### config.mk
export PLATFORM = sky130hd
export DESIGN_NAME = ssrd_detector
export DESIGN_NICKNAME = d
export VERILOG_FILES = /design/src/rtl/ssrd_pkg.sv /design/src/rtl/ssrd_skid_buf.sv /design/src/rtl/ssrd_detector.sv
export SDC_FILE = /design/constraint.sdc
export NUM_CORES = 1
export LEC_CHECK = 0
export BUFFER_PORTS_ARGS = -buffer_cell sky130_fd_sc_hd__buf_2
export CORE_ASPECT_RATIO = 1.75
export CORE_MARGIN = 4
export CORE_UTILIZATION = 30
export DETAILED_ROUTE_END_ITERATION = 10
export GPL_ROUTABILITY_DRIVEN = 0
export SYNTH_ARGS = -nofsm -noshare
export SYNTH_HDL_FRONTEND = slang
export SYNTH_SLANG_ARGS = --single-unit
### constraint.sdc
create_clock -name clk_i -period 4.05 [get_ports clk_i]
set_input_delay 0.81 -clock clk_i [delete_from_list [all_inputs] [get_ports clk_i]]
set_output_delay 0.81 -clock clk_i [all_outputs]
set_load 0.02 [all_outputs]
### src/rtl/ssrd_pkg.sv
// constants of the short run sample detector
//
// Contract
// - threshold gives preliminary bit per sample
// - short-run result overrides threshold decision
// - test only samples inside amplitude window
// - peak candidate by two-apart comparisons
// - valley candidate by two-apart comparisons
// - two adjacent peaks force two ones
// - two adjacent valleys force two zeros
// - isolated candidates resolved by relative amplitudes
// - never emit single-bit runs (the code still emits them where no candidate is flagged)
// - larger outer difference picks correct sample
// - overrule middle samples into mark and space
package ssrd_pkg;

  // ****************************************************************
  // history and sample positions (index 0 is newest)
  // ****************************************************************
  localparam int          SSRD_HIST_LEN = 7;
  localparam int          SSRD_FILL_W   = 3;
  localparam int          SSRD_SMP_W    = 8;
  localparam int          SSRD_POS_NEW  = 0;  // sample n+2 of the test
  localparam int          SSRD_POS_N    = 2;  // sample under test
  localparam int          SSRD_POS_OLD  = 4;  // sample n-2 of the test
  localparam int          SSRD_POS_G    = 2;
  localparam int          SSRD_POS_F    = 3;
  localparam int          SSRD_POS_E    = 4;
  localparam int          SSRD_POS_D    = 5;
  localparam int          SSRD_POS_C    = 6;
  localparam logic [2:0]  SSRD_FILL_RST = 3'h0;
  // sample n-2 of the test exists only from the fifth sample on
  localparam logic [2:0]  SSRD_FLAG_MIN = 3'h5;
  localparam logic [2:0]  SSRD_FILL_MAX = 3'h7;

endpackage

### src/rtl/ssrd_skid_buf.sv
// two-entry output buffer with valid and ready on both sides
`timescale 1ns/10ps
`default_nettype none
module ssrd_skid_buf #(
  parameter int DW = 1
) (
  input  wire logic          clk_i,       // clock
  input  wire logic          rst_i,       // sync reset, high
  input  wire logic          ce_i,        // clock enable
  input  wire logic          in_valid_i,  // word offered
  input  wire logic [DW-1:0] in_data_i,   // word
  output var  logic          in_ready_o,  // room for a word
  output var  logic          out_valid_o, // word present
  output var  logic [DW-1:0] out_data_o,  // word
  input  wire logic          out_ready_i  // receiver takes word
);

  typedef struct packed {
    logic [DW-1:0] d0;
    logic [DW-1:0] d1;
    logic          v0;
    logic          v1;
    logic          rdy;
  } ssrd_buf_st_t;

  ssrd_buf_st_t st_r;
  ssrd_buf_st_t st_nxt;

  // ****************************************************************
  // next state
  // ****************************************************************
  always_comb begin
    st_nxt = st_r;
    if (ce_i) begin
      if (st_r.v0 && out_ready_i) begin
        st_nxt.d0 = st_r.d1;
        st_nxt.v0 = st_r.v1;
        st_nxt.v1 = 1'b0;
      end
      // ready is registered, so a word offered while full is never taken
      if (in_valid_i && st_r.rdy) begin
        if (!st_nxt.v0) begin
          st_nxt.d0 = in_data_i;
          st_nxt.v0 = 1'b1;
        end else begin
          st_nxt.d1 = in_data_i;
          st_nxt.v1 = 1'b1;
        end
      end
      st_nxt.rdy = !st_nxt.v1;
    end
  end

  always_ff @(posedge clk_i) begin
    if (rst_i) begin
      st_r <= '{d0: '0, d1: '0, v0: 1'b0, v1: 1'b0, rdy: 1'b1};
    end else begin
      st_r <= st_nxt;
    end
  end

  assign in_ready_o  = st_r.rdy;
  assign out_valid_o = st_r.v0;
  assign out_data_o  = st_r.d0;
endmodule // ssrd_skid_buf
`default_nettype wire

### src/rtl/ssrd_detector.sv
// short run sample detector: threshold plus peak/valley correction
`timescale 1ns/10ps
`default_nettype none
module ssrd_detector
  import ssrd_pkg::*;
#(
  parameter int SW = SSRD_SMP_W
) (
  input  wire logic          clk_i,          // clock, 100 MHz
  input  wire logic          rst_i,          // sync reset, high
  input  wire logic          ce_i,           // clock enable
  input  wire logic [SW-1:0] sample_i,       // sample amplitude
  input  wire logic          sample_valid_i, // sample offered
  output var  logic          sample_ready_o, // sample taken
  input  wire logic [SW-1:0] slice_i,        // slice threshold
  input  wire logic [SW-1:0] win_top_i,      // window upper bound
  input  wire logic [SW-1:0] win_bot_i,      // window lower bound
  output var  logic          bit_o,          // decided channel bit
  output var  logic          bit_valid_o,    // bit present
  input  wire logic          bit_ready_i     // receiver takes bit
);

  localparam int HL = SSRD_HIST_LEN;

  typedef struct packed {
    logic [HL-1:0][SW-1:0]  smp;
    logic [HL-1:0]          bits;
    logic [HL-1:0]          pk;
    logic [HL-1:0]          vl;
    logic [HL-1:0]          rs;   // fixed by an isolated pair
    logic [SSRD_FILL_W-1:0] fill;
  } ssrd_st_t;

  ssrd_st_t st_r;
  ssrd_st_t st_nxt;

  // ****************************************************************
  // helpers
  // ****************************************************************
  // strictly above one side and not below the other
  function automatic logic ssrd_gt_ge(input logic [SW-1:0] x,
                                      input logic [SW-1:0] a,
                                      input logic [SW-1:0] b);
    return ((x > a) && (x >= b)) || ((x >= a) && (x > b));
  endfunction

  function automatic logic [SW-1:0] ssrd_absdiff(input logic [SW-1:0] a,
                                                 input logic [SW-1:0] b);
    return (a > b) ? a - b : b - a;
  endfunction

  logic          acc;
  logic          full;
  logic          in_win;
  logic          pk_new;
  logic          vl_new;
  logic          iso;
  logic          g_sel;
  logic          cd_val;
  logic [HL-1:0] b;
  logic          push;
  logic          emit;
  logic          buf_rdy;

  assign acc  = ce_i && sample_valid_i && buf_rdy;
  assign full = (st_r.fill == SSRD_FILL_MAX);

  // ****************************************************************
  // next state
  // ****************************************************************
  always_comb begin
    st_nxt = st_r;
    b      = st_r.bits;
    in_win = (st_r.smp[SSRD_POS_N] >= win_bot_i) &&
             (st_r.smp[SSRD_POS_N] <= win_top_i);
    pk_new = (st_r.fill >= SSRD_FLAG_MIN) && in_win &&
             ssrd_gt_ge(st_r.smp[SSRD_POS_N], st_r.smp[SSRD_POS_OLD],
                        st_r.smp[SSRD_POS_NEW]);
    // inverting unsigned samples reverses their order
    vl_new = (st_r.fill >= SSRD_FLAG_MIN) && in_win &&
             ssrd_gt_ge(~st_r.smp[SSRD_POS_N], ~st_r.smp[SSRD_POS_OLD],
                        ~st_r.smp[SSRD_POS_NEW]);
    // pairs of candidates overrule the slice decision
    if (st_r.pk[3] && st_r.pk[4]) begin
      b[3] = 1'b1;
      b[4] = 1'b1;
    end
    if (st_r.vl[3] && st_r.vl[4]) begin
      b[3] = 1'b0;
      b[4] = 1'b0;
    end
    // a lone candidate joins its closer-amplitude neighbour; samples
    // already fixed by an isolated pair are not undone later
    if (st_r.pk[4] && !st_r.pk[3] && !st_r.pk[5] && !st_r.rs[4]) begin
      b[4] = 1'b1;
      if (st_r.rs[5] || (st_r.smp[3] >= st_r.smp[5])) begin
        b[3] = 1'b1;
      end else begin
        b[5] = 1'b1;
      end
    end
    if (st_r.vl[4] && !st_r.vl[3] && !st_r.vl[5] && !st_r.rs[4]) begin
      b[4] = 1'b0;
      if (st_r.rs[5] || (st_r.smp[3] <= st_r.smp[5])) begin
        b[3] = 1'b0;
      end else begin
        b[5] = 1'b0;
      end
    end
    // lone valley and lone peak two apart: one mark and one space
    iso = full && !st_r.pk[SSRD_POS_E] && !st_r.vl[SSRD_POS_E] &&
          ((st_r.vl[SSRD_POS_D] && !st_r.vl[SSRD_POS_C] &&
            st_r.pk[SSRD_POS_F] && !pk_new) ||
           (st_r.pk[SSRD_POS_D] && !st_r.pk[SSRD_POS_C] &&
            st_r.vl[SSRD_POS_F] && !vl_new));
    g_sel = ssrd_absdiff(st_r.smp[SSRD_POS_E], st_r.smp[SSRD_POS_G]) >
            ssrd_absdiff(st_r.smp[SSRD_POS_C], st_r.smp[SSRD_POS_E]);
    // the chosen outer sample is zero when it is the lower one
    cd_val = g_sel ? !(st_r.smp[SSRD_POS_G] < st_r.smp[SSRD_POS_E])
                   : !(st_r.smp[SSRD_POS_C] < st_r.smp[SSRD_POS_E]);
    if (iso) begin
      b[SSRD_POS_C] = cd_val;
      b[SSRD_POS_D] = cd_val;
      b[SSRD_POS_E] = !cd_val;
      b[SSRD_POS_F] = !cd_val;
    end
    emit = b[HL-1];
    push = acc && full;
    if (acc) begin
      st_nxt.smp  = {st_r.smp[HL-2:0], sample_i};
      st_nxt.bits = {b[HL-2:0], (sample_i >= slice_i)};
      st_nxt.pk   = {st_r.pk[HL-2:0], 1'b0};
      st_nxt.vl   = {st_r.vl[HL-2:0], 1'b0};
      st_nxt.rs   = {st_r.rs[HL-2:0], 1'b0};
      if (iso) begin
        st_nxt.rs[SSRD_POS_C] = 1'b1;
        st_nxt.rs[SSRD_POS_D] = 1'b1;
        st_nxt.rs[SSRD_POS_E] = 1'b1;
      end
      st_nxt.pk[SSRD_POS_F] = pk_new;
      st_nxt.vl[SSRD_POS_F] = vl_new;
      if (!full) begin
        st_nxt.fill = st_r.fill + 3'h1;
      end
    end
  end

  always_ff @(posedge clk_i) begin
    if (rst_i) begin
      st_r <= '{smp: '0, bits: '0, pk: '0, vl: '0, rs: '0,
                fill: SSRD_FILL_RST};
    end else begin
      st_r <= st_nxt;
    end
  end

  // ****************************************************************
  // output buffer: a receiver stall stops sample intake, no bit lost
  // ****************************************************************
  ssrd_skid_buf #(
    .DW (1)
  ) u_buf (
    .clk_i       (clk_i),
    .rst_i       (rst_i),
    .ce_i        (ce_i),
    .in_valid_i  (push),
    .in_data_i   (emit),
    .in_ready_o  (buf_rdy),
    .out_valid_o (bit_valid_o),
    .out_data_o  (bit_o),
    .out_ready_i (bit_ready_i)
  );

  assign sample_ready_o = buf_rdy;
endmodule // ssrd_detector
`default_nettype wire

==> results of run 1 <==
==> routing by layer <==
layer  track usage (%)  vias up
met3              1.81       39
met1              14.7     2503
met4              8.19        0
met5                 0        -
met2              28.2       70
li1                  -     2731
==> kinds of logic after synthesis <==
logic type / after synthesis / share of synthesized area [%]
multiplexers: 20 / 3.67
buffers and inverters: 104 / 7.10
AO/OA/AOI/OAI: 189 / 20.0
adder cells (fa/ha/maj): 93 / 21.0
flip-flops: 81 / 28.5
XOR/XNOR: 13 / 2.00
AND/OR/NAND/NOR: 235 / 17.7
==> worst register-to-register path: stages, from the launching register on <==
cell,delay (ps)
dfxtp_2,390
inv_1,90
ha_1,360
a21oi_1,300
a21oi_2,100
o21a_1,220
buf_4,150
a211o_1,270
a31oi_2,150
buf_4,140
o2111a_1,190
nor2_1,50
xnor2_1,130
ha_1,300
nand4_1,130
o31ai_2,310
mux2i_2,340
mux2i_1,140
a211oi_1,230
==> how the worst max path moves through the flow <==
stage | slack [ps] | start | end | depth (start not counted)
3_5_place_dp | -230 | st_r[63]$_SDFFE_PP0P_ | u_buf.st_r[3]$_SDFFE_PP0P_ | 21
2_1_floorplan | 10 | st_r[47]$_SDFFE_PP0P_ | st_r[28]$_SDFFE_PP0P_ | 21
6_report | -40 | st_r[66]$_SDFFE_PP0P_ | u_buf.st_r[3]$_SDFFE_PP0P_ | 18
5_1_grt | -250 | st_r[66]$_SDFFE_PP0P_ | u_buf.st_r[3]$_SDFFE_PP0P_ | 18
3_3_place_gp | -150 | st_r[63]$_SDFFE_PP0P_ | u_buf.out_data_o$_SDFFE_PP0P_ | 21
4_1_cts | 7 | st_r[47]$_SDFFE_PP0P_ | u_buf.out_data_o$_SDFFE_PP0P_ | 20
==> Yosys cell counts, types with 6 or more instances <==
cell      number  area share, %
a211oi_1      11            1.5
nand4_1       10            1.1
o21ai_0       20            1.8
a31oi_1        6           0.66
clkbuf_1      25            1.6
dfxtp_1       81             29
nand3_1       10           0.88
a21oi_1      107            9.4
mux2i_1       13            2.3
a21o_1         7           0.92
nor2_1        34            2.2
mux2_2         7            1.4
inv_1         75            4.9
nand2_1      156             10
xnor2_1        8            1.2
ha_1          89             20
==> sequential cells by signal, summed over array words and instances, names as in the netlist <==
name / cells
u_buf.out_data_o: 1
u_buf.st_r: 2
b: 3
u_buf.out_valid_o: 1
st_r: 73
u_buf.in_ready_o: 1
==> power breakdown <==
part           internal [mW]  total [mW]  switching [mW]
clock                  0.539       0.870           0.330
sequential             0.807       0.815         0.00882
combinational         0.0705       0.172           0.101
total                   1.42        1.86           0.440
==> timing repair <==
action	4_1_cts	5_1_grt
endpoints found under the setup margin	5	5
pin swaps	15	21
resized for setup	28	22
setup buffers	8	6
hold buffers	0	0
==> final cells by class <==
type / instances / area (um2)
fill: 1975 / 11400
timing repair buffer: 126 / 852
inverter: 75 / 284
clock buffer: 11 / 233
tap: 238 / 298
multi-input combinational: 550 / 3840
sequential: 81 / 1640
clock inverter: 5 / 80.1
==> flow_summary_export.csv, run 1 <==
group,metric,value,unit
status,status,"finished, violations left",
status,violations,"setup timing",
floorplanning,io_pins,40,
layout,stdcell_area,0.00723,mm2
setup_path,critPathMaxStageDelay,390,ps
layout,insertedDiodeCount,0,
setup_path,reg2reg_depth,18,
drt,drt_first_pass_iters,4,
setup_path,worstPathCellList,"inv_1 -> ha_1 -> a21oi_1 -> a21oi_2 -> o21a_1 -> buf_4 -> a211o_1 -> a31oi_2 -> buf_4 -> o2111a_1 -> nor2_1 -> xnor2_1 -> ha_1 -> nand4_1 -> o31ai_2 -> mux2i_2 -> mux2i_1 -> a211oi_1",
min_path,min_path_cells,2,
clock_network,htreeDepth,3,
timing,timing.final.ws_setup,-37.4,ps
layout,final_cell_mix,"nand2_1, a21oi_1, buf_4",
setup_path,cp-start-kind,"register",
setup_path,reg2reg_to,"u_buf.st_r[3]$_SDFFE_PP0P_",
clock_network,cts_inserted_buffers,9,
power_and_ir_drop,total_power,1.86,mW
timing,fin_crit_sh,101,%
timing,maxSlewViolCount,0,
logic_synthesis,async_flop_share,0,%
setup_path,arrival,4340,ps
setup_path,r2r_slack,-40,ps
timing,tightest_slew,857,ps
setup_path,crit_buf_inv,3,
place,place_area,0.00662,mm2
global_routing,grt_antenna_before_repair,0,
power_and_ir_drop,leakage,3.04,nW
place,dp_hpwl,12000,um
timing,slew_headroom,42.9,%
logic_synthesis,syn_nets,865,
global_routing,grtUsageTotal,14.6,%
logic_synthesis,synth-edff-count,0,
job,max_cap_violations,0,
clock_network,root_buffer,"clkbuf_16",
power_and_ir_drop,power_density,257,mW/mm2
setup_path,worstPathRequired,4300,ps
setup_path,critPathKind,"register to register",
min_path,hold_path_startpoint,"st_r[40]$_SDFFE_PP0P_",
clock_network,cts.sinks,81,
drt,drt.antenna.violating_nets,0,
min_path,hp-class,"register to register",
floorplanning,die_h,190,um
timing,totalNegativeSetupSlack,-46.6,ps
drt,wl,15600,um
floorplanning,core-area,0.0187,mm2
min_path,holdPathEnd,"st_r[48]$_SDFFE_PP0P_",
setup_path,crit_family,"compound AO/OA/AOI/OAI gates",
floorplanning,initial_utilization,30.5,%
timing,holdWs,446,ps
logic_synthesis,synth_seq_cells,81,
timing,fin_crit,4090,ps
layout,nNetsFinal,973,
drt,route.met3.wl,316,um
drt,wirelength_met1,5960,um
place,place_inst,1056,
layout,fin_util,38.7,%
setup_path,critPathCaptureType,"register",
layout,drive_above_1_share,24.1,%
floorplanning,die_w,112,um
logic_synthesis,avgSynthCellArea,7.74,um2
global_routing,grt_max_degree,45,
clock_network,clk_latency,340,ps
logic_synthesis,synth_warnings,0,
drt,dr_total_vias,5343,
global_routing,grt_pass1_vias,5271,
setup_path,r2r-start,"st_r[66]$_SDFFE_PP0P_",
drt,wl_met2,8580,um
global_routing,grt_overflow_total,0,
drt,initialDrtViolationCount,206,
setup_path,worstPathMaxFanout,4,
place,port_buffers,39,
clock_network,clk_pin_slew_worst_paths,60,ps
clock_network,cts_tree,"done",
layout,syn2layout_area_growth,27.1,%
timing,final_hold_viol_count,0,
place,pre_cts_slack,-229,ps
drt,highest_layer,"met4",
layout,layoutNonFillerInstCount,1086,
floorplanning,num_rows,66,
logic_synthesis,seq_area_frac_synth,28.5,%
floorplanning,dieArea,0.0213,mm2
clock_network,clk_path_buf_depth,2,
global_routing,grt_pass1_wl,25100,um
timing,setup_viol,2,
power_and_ir_drop,ir_drop,0.192,mV
layout,final_common_cell,"nand2_1",
logic_synthesis,ys_types,55,
setup_path,cp_slowest_cell,"dfxtp_2",
timing,fmax,245,MHz
timing,rsz0062_at_grt,"true",
drt,drcViolationCount,0,
logic_synthesis,synth_top_flop_cell,"dfxtp_1",
drt,via_per_inst,4.92,
timing,clock_skew,7.16,ps
logic_synthesis,synth_area,0.00569,mm2
logic_synthesis,synth_cells,735,
drt,wl_per_cell,14.4,um
No activity file was read; power rests on OpenSTA's default activity.
==> run 2, diff against run 1 <==
Settings changed: CTS_CLUSTER_DIAMETER from default to 60, PLACE_DENSITY_LB_ADDON from default to 0.05.
==> run 2 against run 1 <==
Net effect:
- the flow still finishes with violations (setup timing)
- combinational power is essentially flat
- power shrank 0.37%
- final cell count grew 0.64%
- global-route usage grew 1.6 points
- sequential cell count is the same
- clock power shrank 0.8%
- non-clock buffer count grew 7
- fmax grew 0.25%
- via count grew 0.56%
- clock-buffer cell count shrank 2
- critical endpoint is now st_r[29]$_SDFFE_PP0P_
- largest cell class unchanged
- highest routed layer unchanged
==> flow_summary_export.csv, run 2 (same netlist as run 1, synthesis figures left out) <==
group,metric,value,unit
status,status,"finished, violations left",
status,violations,"setup timing",
timing,maxSlewViolCount,0,
setup_path,r2r_slack,-30,ps
setup_path,critPathCaptureType,"register",
clock_network,cts.sinks,81,
place,dp_hpwl,13000,um
power_and_ir_drop,leakage,3.09,nW
floorplanning,dieArea,0.0213,mm2
layout,insertedDiodeCount,0,
place,port_buffers,39,
timing,timing.final.ws_setup,-27.1,ps
clock_network,hold_buffers,0,
setup_path,worstPathMaxFanout,6,
timing,fmax,245,MHz
clock_network,clk_latency,350,ps
layout,final_cell_mix,"nand2_1, a21oi_1, buf_4",
timing,final_hold_viol_count,0,
drt,wl,16900,um
clock_network,root_buffer,"clkbuf_16",
global_routing,grt_antenna_before_repair,0,
setup_path,r2r-start,"st_r[63]$_SDFFE_PP0P_",
layout,multi_input_area,0.00386,mm2
layout,syn2layout_area_growth,28.8,%
drt,wl_per_cell,15.5,um
setup_path,setup.worst_path.end,"st_r[29]$_SDFFE_PP0P_",
layout,final_common_cell,"nand2_1",
clock_network,cts_inserted_buffers,9,
setup_path,worstSetupStartpoint,"st_r[63]$_SDFFE_PP0P_",
global_routing,grt_overflow_total,0,
global_routing,grt_pass1_vias,5405,
setup_path,reg2reg_depth,21,
floorplanning,num_rows,66,
clock_network,clk_path_buf_depth,2,
power_and_ir_drop,ir_drop,0.217,mV
place,pre_cts_slack,-383,ps
clock_network,htreeDepth,3,
clock_network,clk_pin_slew_worst_paths,70,ps
timing,fin_crit_sh,101,%
floorplanning,core-area,0.0187,mm2
setup_path,reg2reg_to,"st_r[29]$_SDFFE_PP0P_",
floorplanning,die_h,190,um
layout,ff_latch_area,0.00164,mm2
floorplanning,io_pins,40,
timing,clock_skew,7.74,ps
drt,drt_first_pass_iters,6,
timing,tightest_slew,783,ps
timing,slew_headroom,47.8,%
floorplanning,initial_utilization,30.5,%
setup_path,critPathKind,"register to register",
timing,fin_crit,4080,ps
clock_network,cts_tree,"done",
layout,nNetsFinal,980,
drt,drt.antenna.violating_nets,0,
drt,via_per_inst,4.92,
global_routing,grt_max_degree,73,
power_and_ir_drop,total_power,1.85,mW
layout,drive_above_1_share,24.6,%
job,max_cap_violations,0,
timing,setup_viol,4,
setup_path,worstPathRequired,4310,ps
layout,largest_reg_flops,73,
global_routing,grtUsageTotal,16.1,%
min_path,hp-class,"register to register",
global_routing,grt_pass1_wl,27500,um
power_and_ir_drop,power_density,253,mW/mm2
timing,rsz0062_at_grt,"true",
drt,dr_total_vias,5373,
layout,largest-register,"st_r",
setup_path,arrival,4340,ps
setup_path,cp-start-kind,"register",
drt,initialDrtViolationCount,160,
floorplanning,die_w,112,um
layout,fillers,2000,
drt,drcViolationCount,0,
## run 2: changes by cell type in the layout (fill, tap and decap cells not counted), moves of 3 or more
cell      previous run  this run
a211oi_1             9         6
a211oi_2             2         5
buf_4               86        89
buf_6                1         4
ha_1                81        84
## run 2: critical path, stage by stage (launching register included)
cell	delay (ps)
dfxtp_4	370
inv_4	60
ha_4	120
inv_1	40
fa_2	350
nand3_2	90
a21oi_2	70
o22ai_4	230
mux2i_1	120
a221o_2	370
buf_4	150
a41oi_2	190
mux2i_1	230
nor4_2	60
ha_1	310
nand4_1	130
o21ai_1	180
o31ai_2	110
mux2i_2	160
buf_4	170
mux2_2	270
a211oi_2	190
## run 2: per-layer routing
layer,part of all wire (%),GRT usage (%),vias up,wire [um]
met3,1.6,1.78,24,270
met2,56,31.9,52,9540
met4,2.9,6.48,0,495
met1,39,16.9,2549,6640
met5,0,0,-,0
li1,-,-,2748,-
## run 2: how the worst min path moves through the flow
stage | startpoint | to | cells past startpoint
after floorplan | st_r[42]$_SDFFE_PP0P_ | st_r[50]$_SDFFE_PP0P_ | 2
after global placement | st_r[42]$_SDFFE_PP0P_ | st_r[50]$_SDFFE_PP0P_ | 2
after detailed placement | b[2]$_SDFFE_PP0P_ | st_r[27]$_SDFFE_PP0P_ | 2
after CTS | b[1]$_SDFFE_PP0P_ | b[2]$_SDFFE_PP0P_ | 2
after global routing | st_r[42]$_SDFFE_PP0P_ | st_r[50]$_SDFFE_PP0P_ | 2
final | b[1]$_SDFFE_PP0P_ | b[2]$_SDFFE_PP0P_ | 2
## run 2: metrics by stage
stage / hold slack (ps) / TNS [ps] / instance area, um2 / utilization (%) / instances
global route: 468 / -738 / 7330 / 39.3 / 1093
floorplan: 425 / 0 / 5690 / - / 735
detailed placement: 443 / -1700 / 6690 / 35.8 / 1064
finish: 450 / -82.5 / 7330 / 39.3 / 1093
CTS: 451 / -34.9 / 7210 / 38.7 / 1089
global placement: 434 / -1360 / 6690 / 35.8 / 1064
## run 2: what timing repair did
action                                  in CTS  in global routing
endpoints found under the setup margin       5                  5
pin swaps                                   16                 15
setup buffers                                9                  4
gates resized for setup                     38                 19
## run 2: where the power goes
group	internal (mW)	switching [mW]
registers	0.805	0.00958
logic	0.0701	0.103
clock network	0.489	0.374
total	1.36	0.486
## run 2: cell type report
type	count	share of cell area (%)
flip-flops and latches	81	22.4
clock inverters	7	1.14
multi-input cells	550	52.7
well taps	238	4.06
clock buffers	9	3.07
repair buffers	133	12.7
inverters	75	3.88
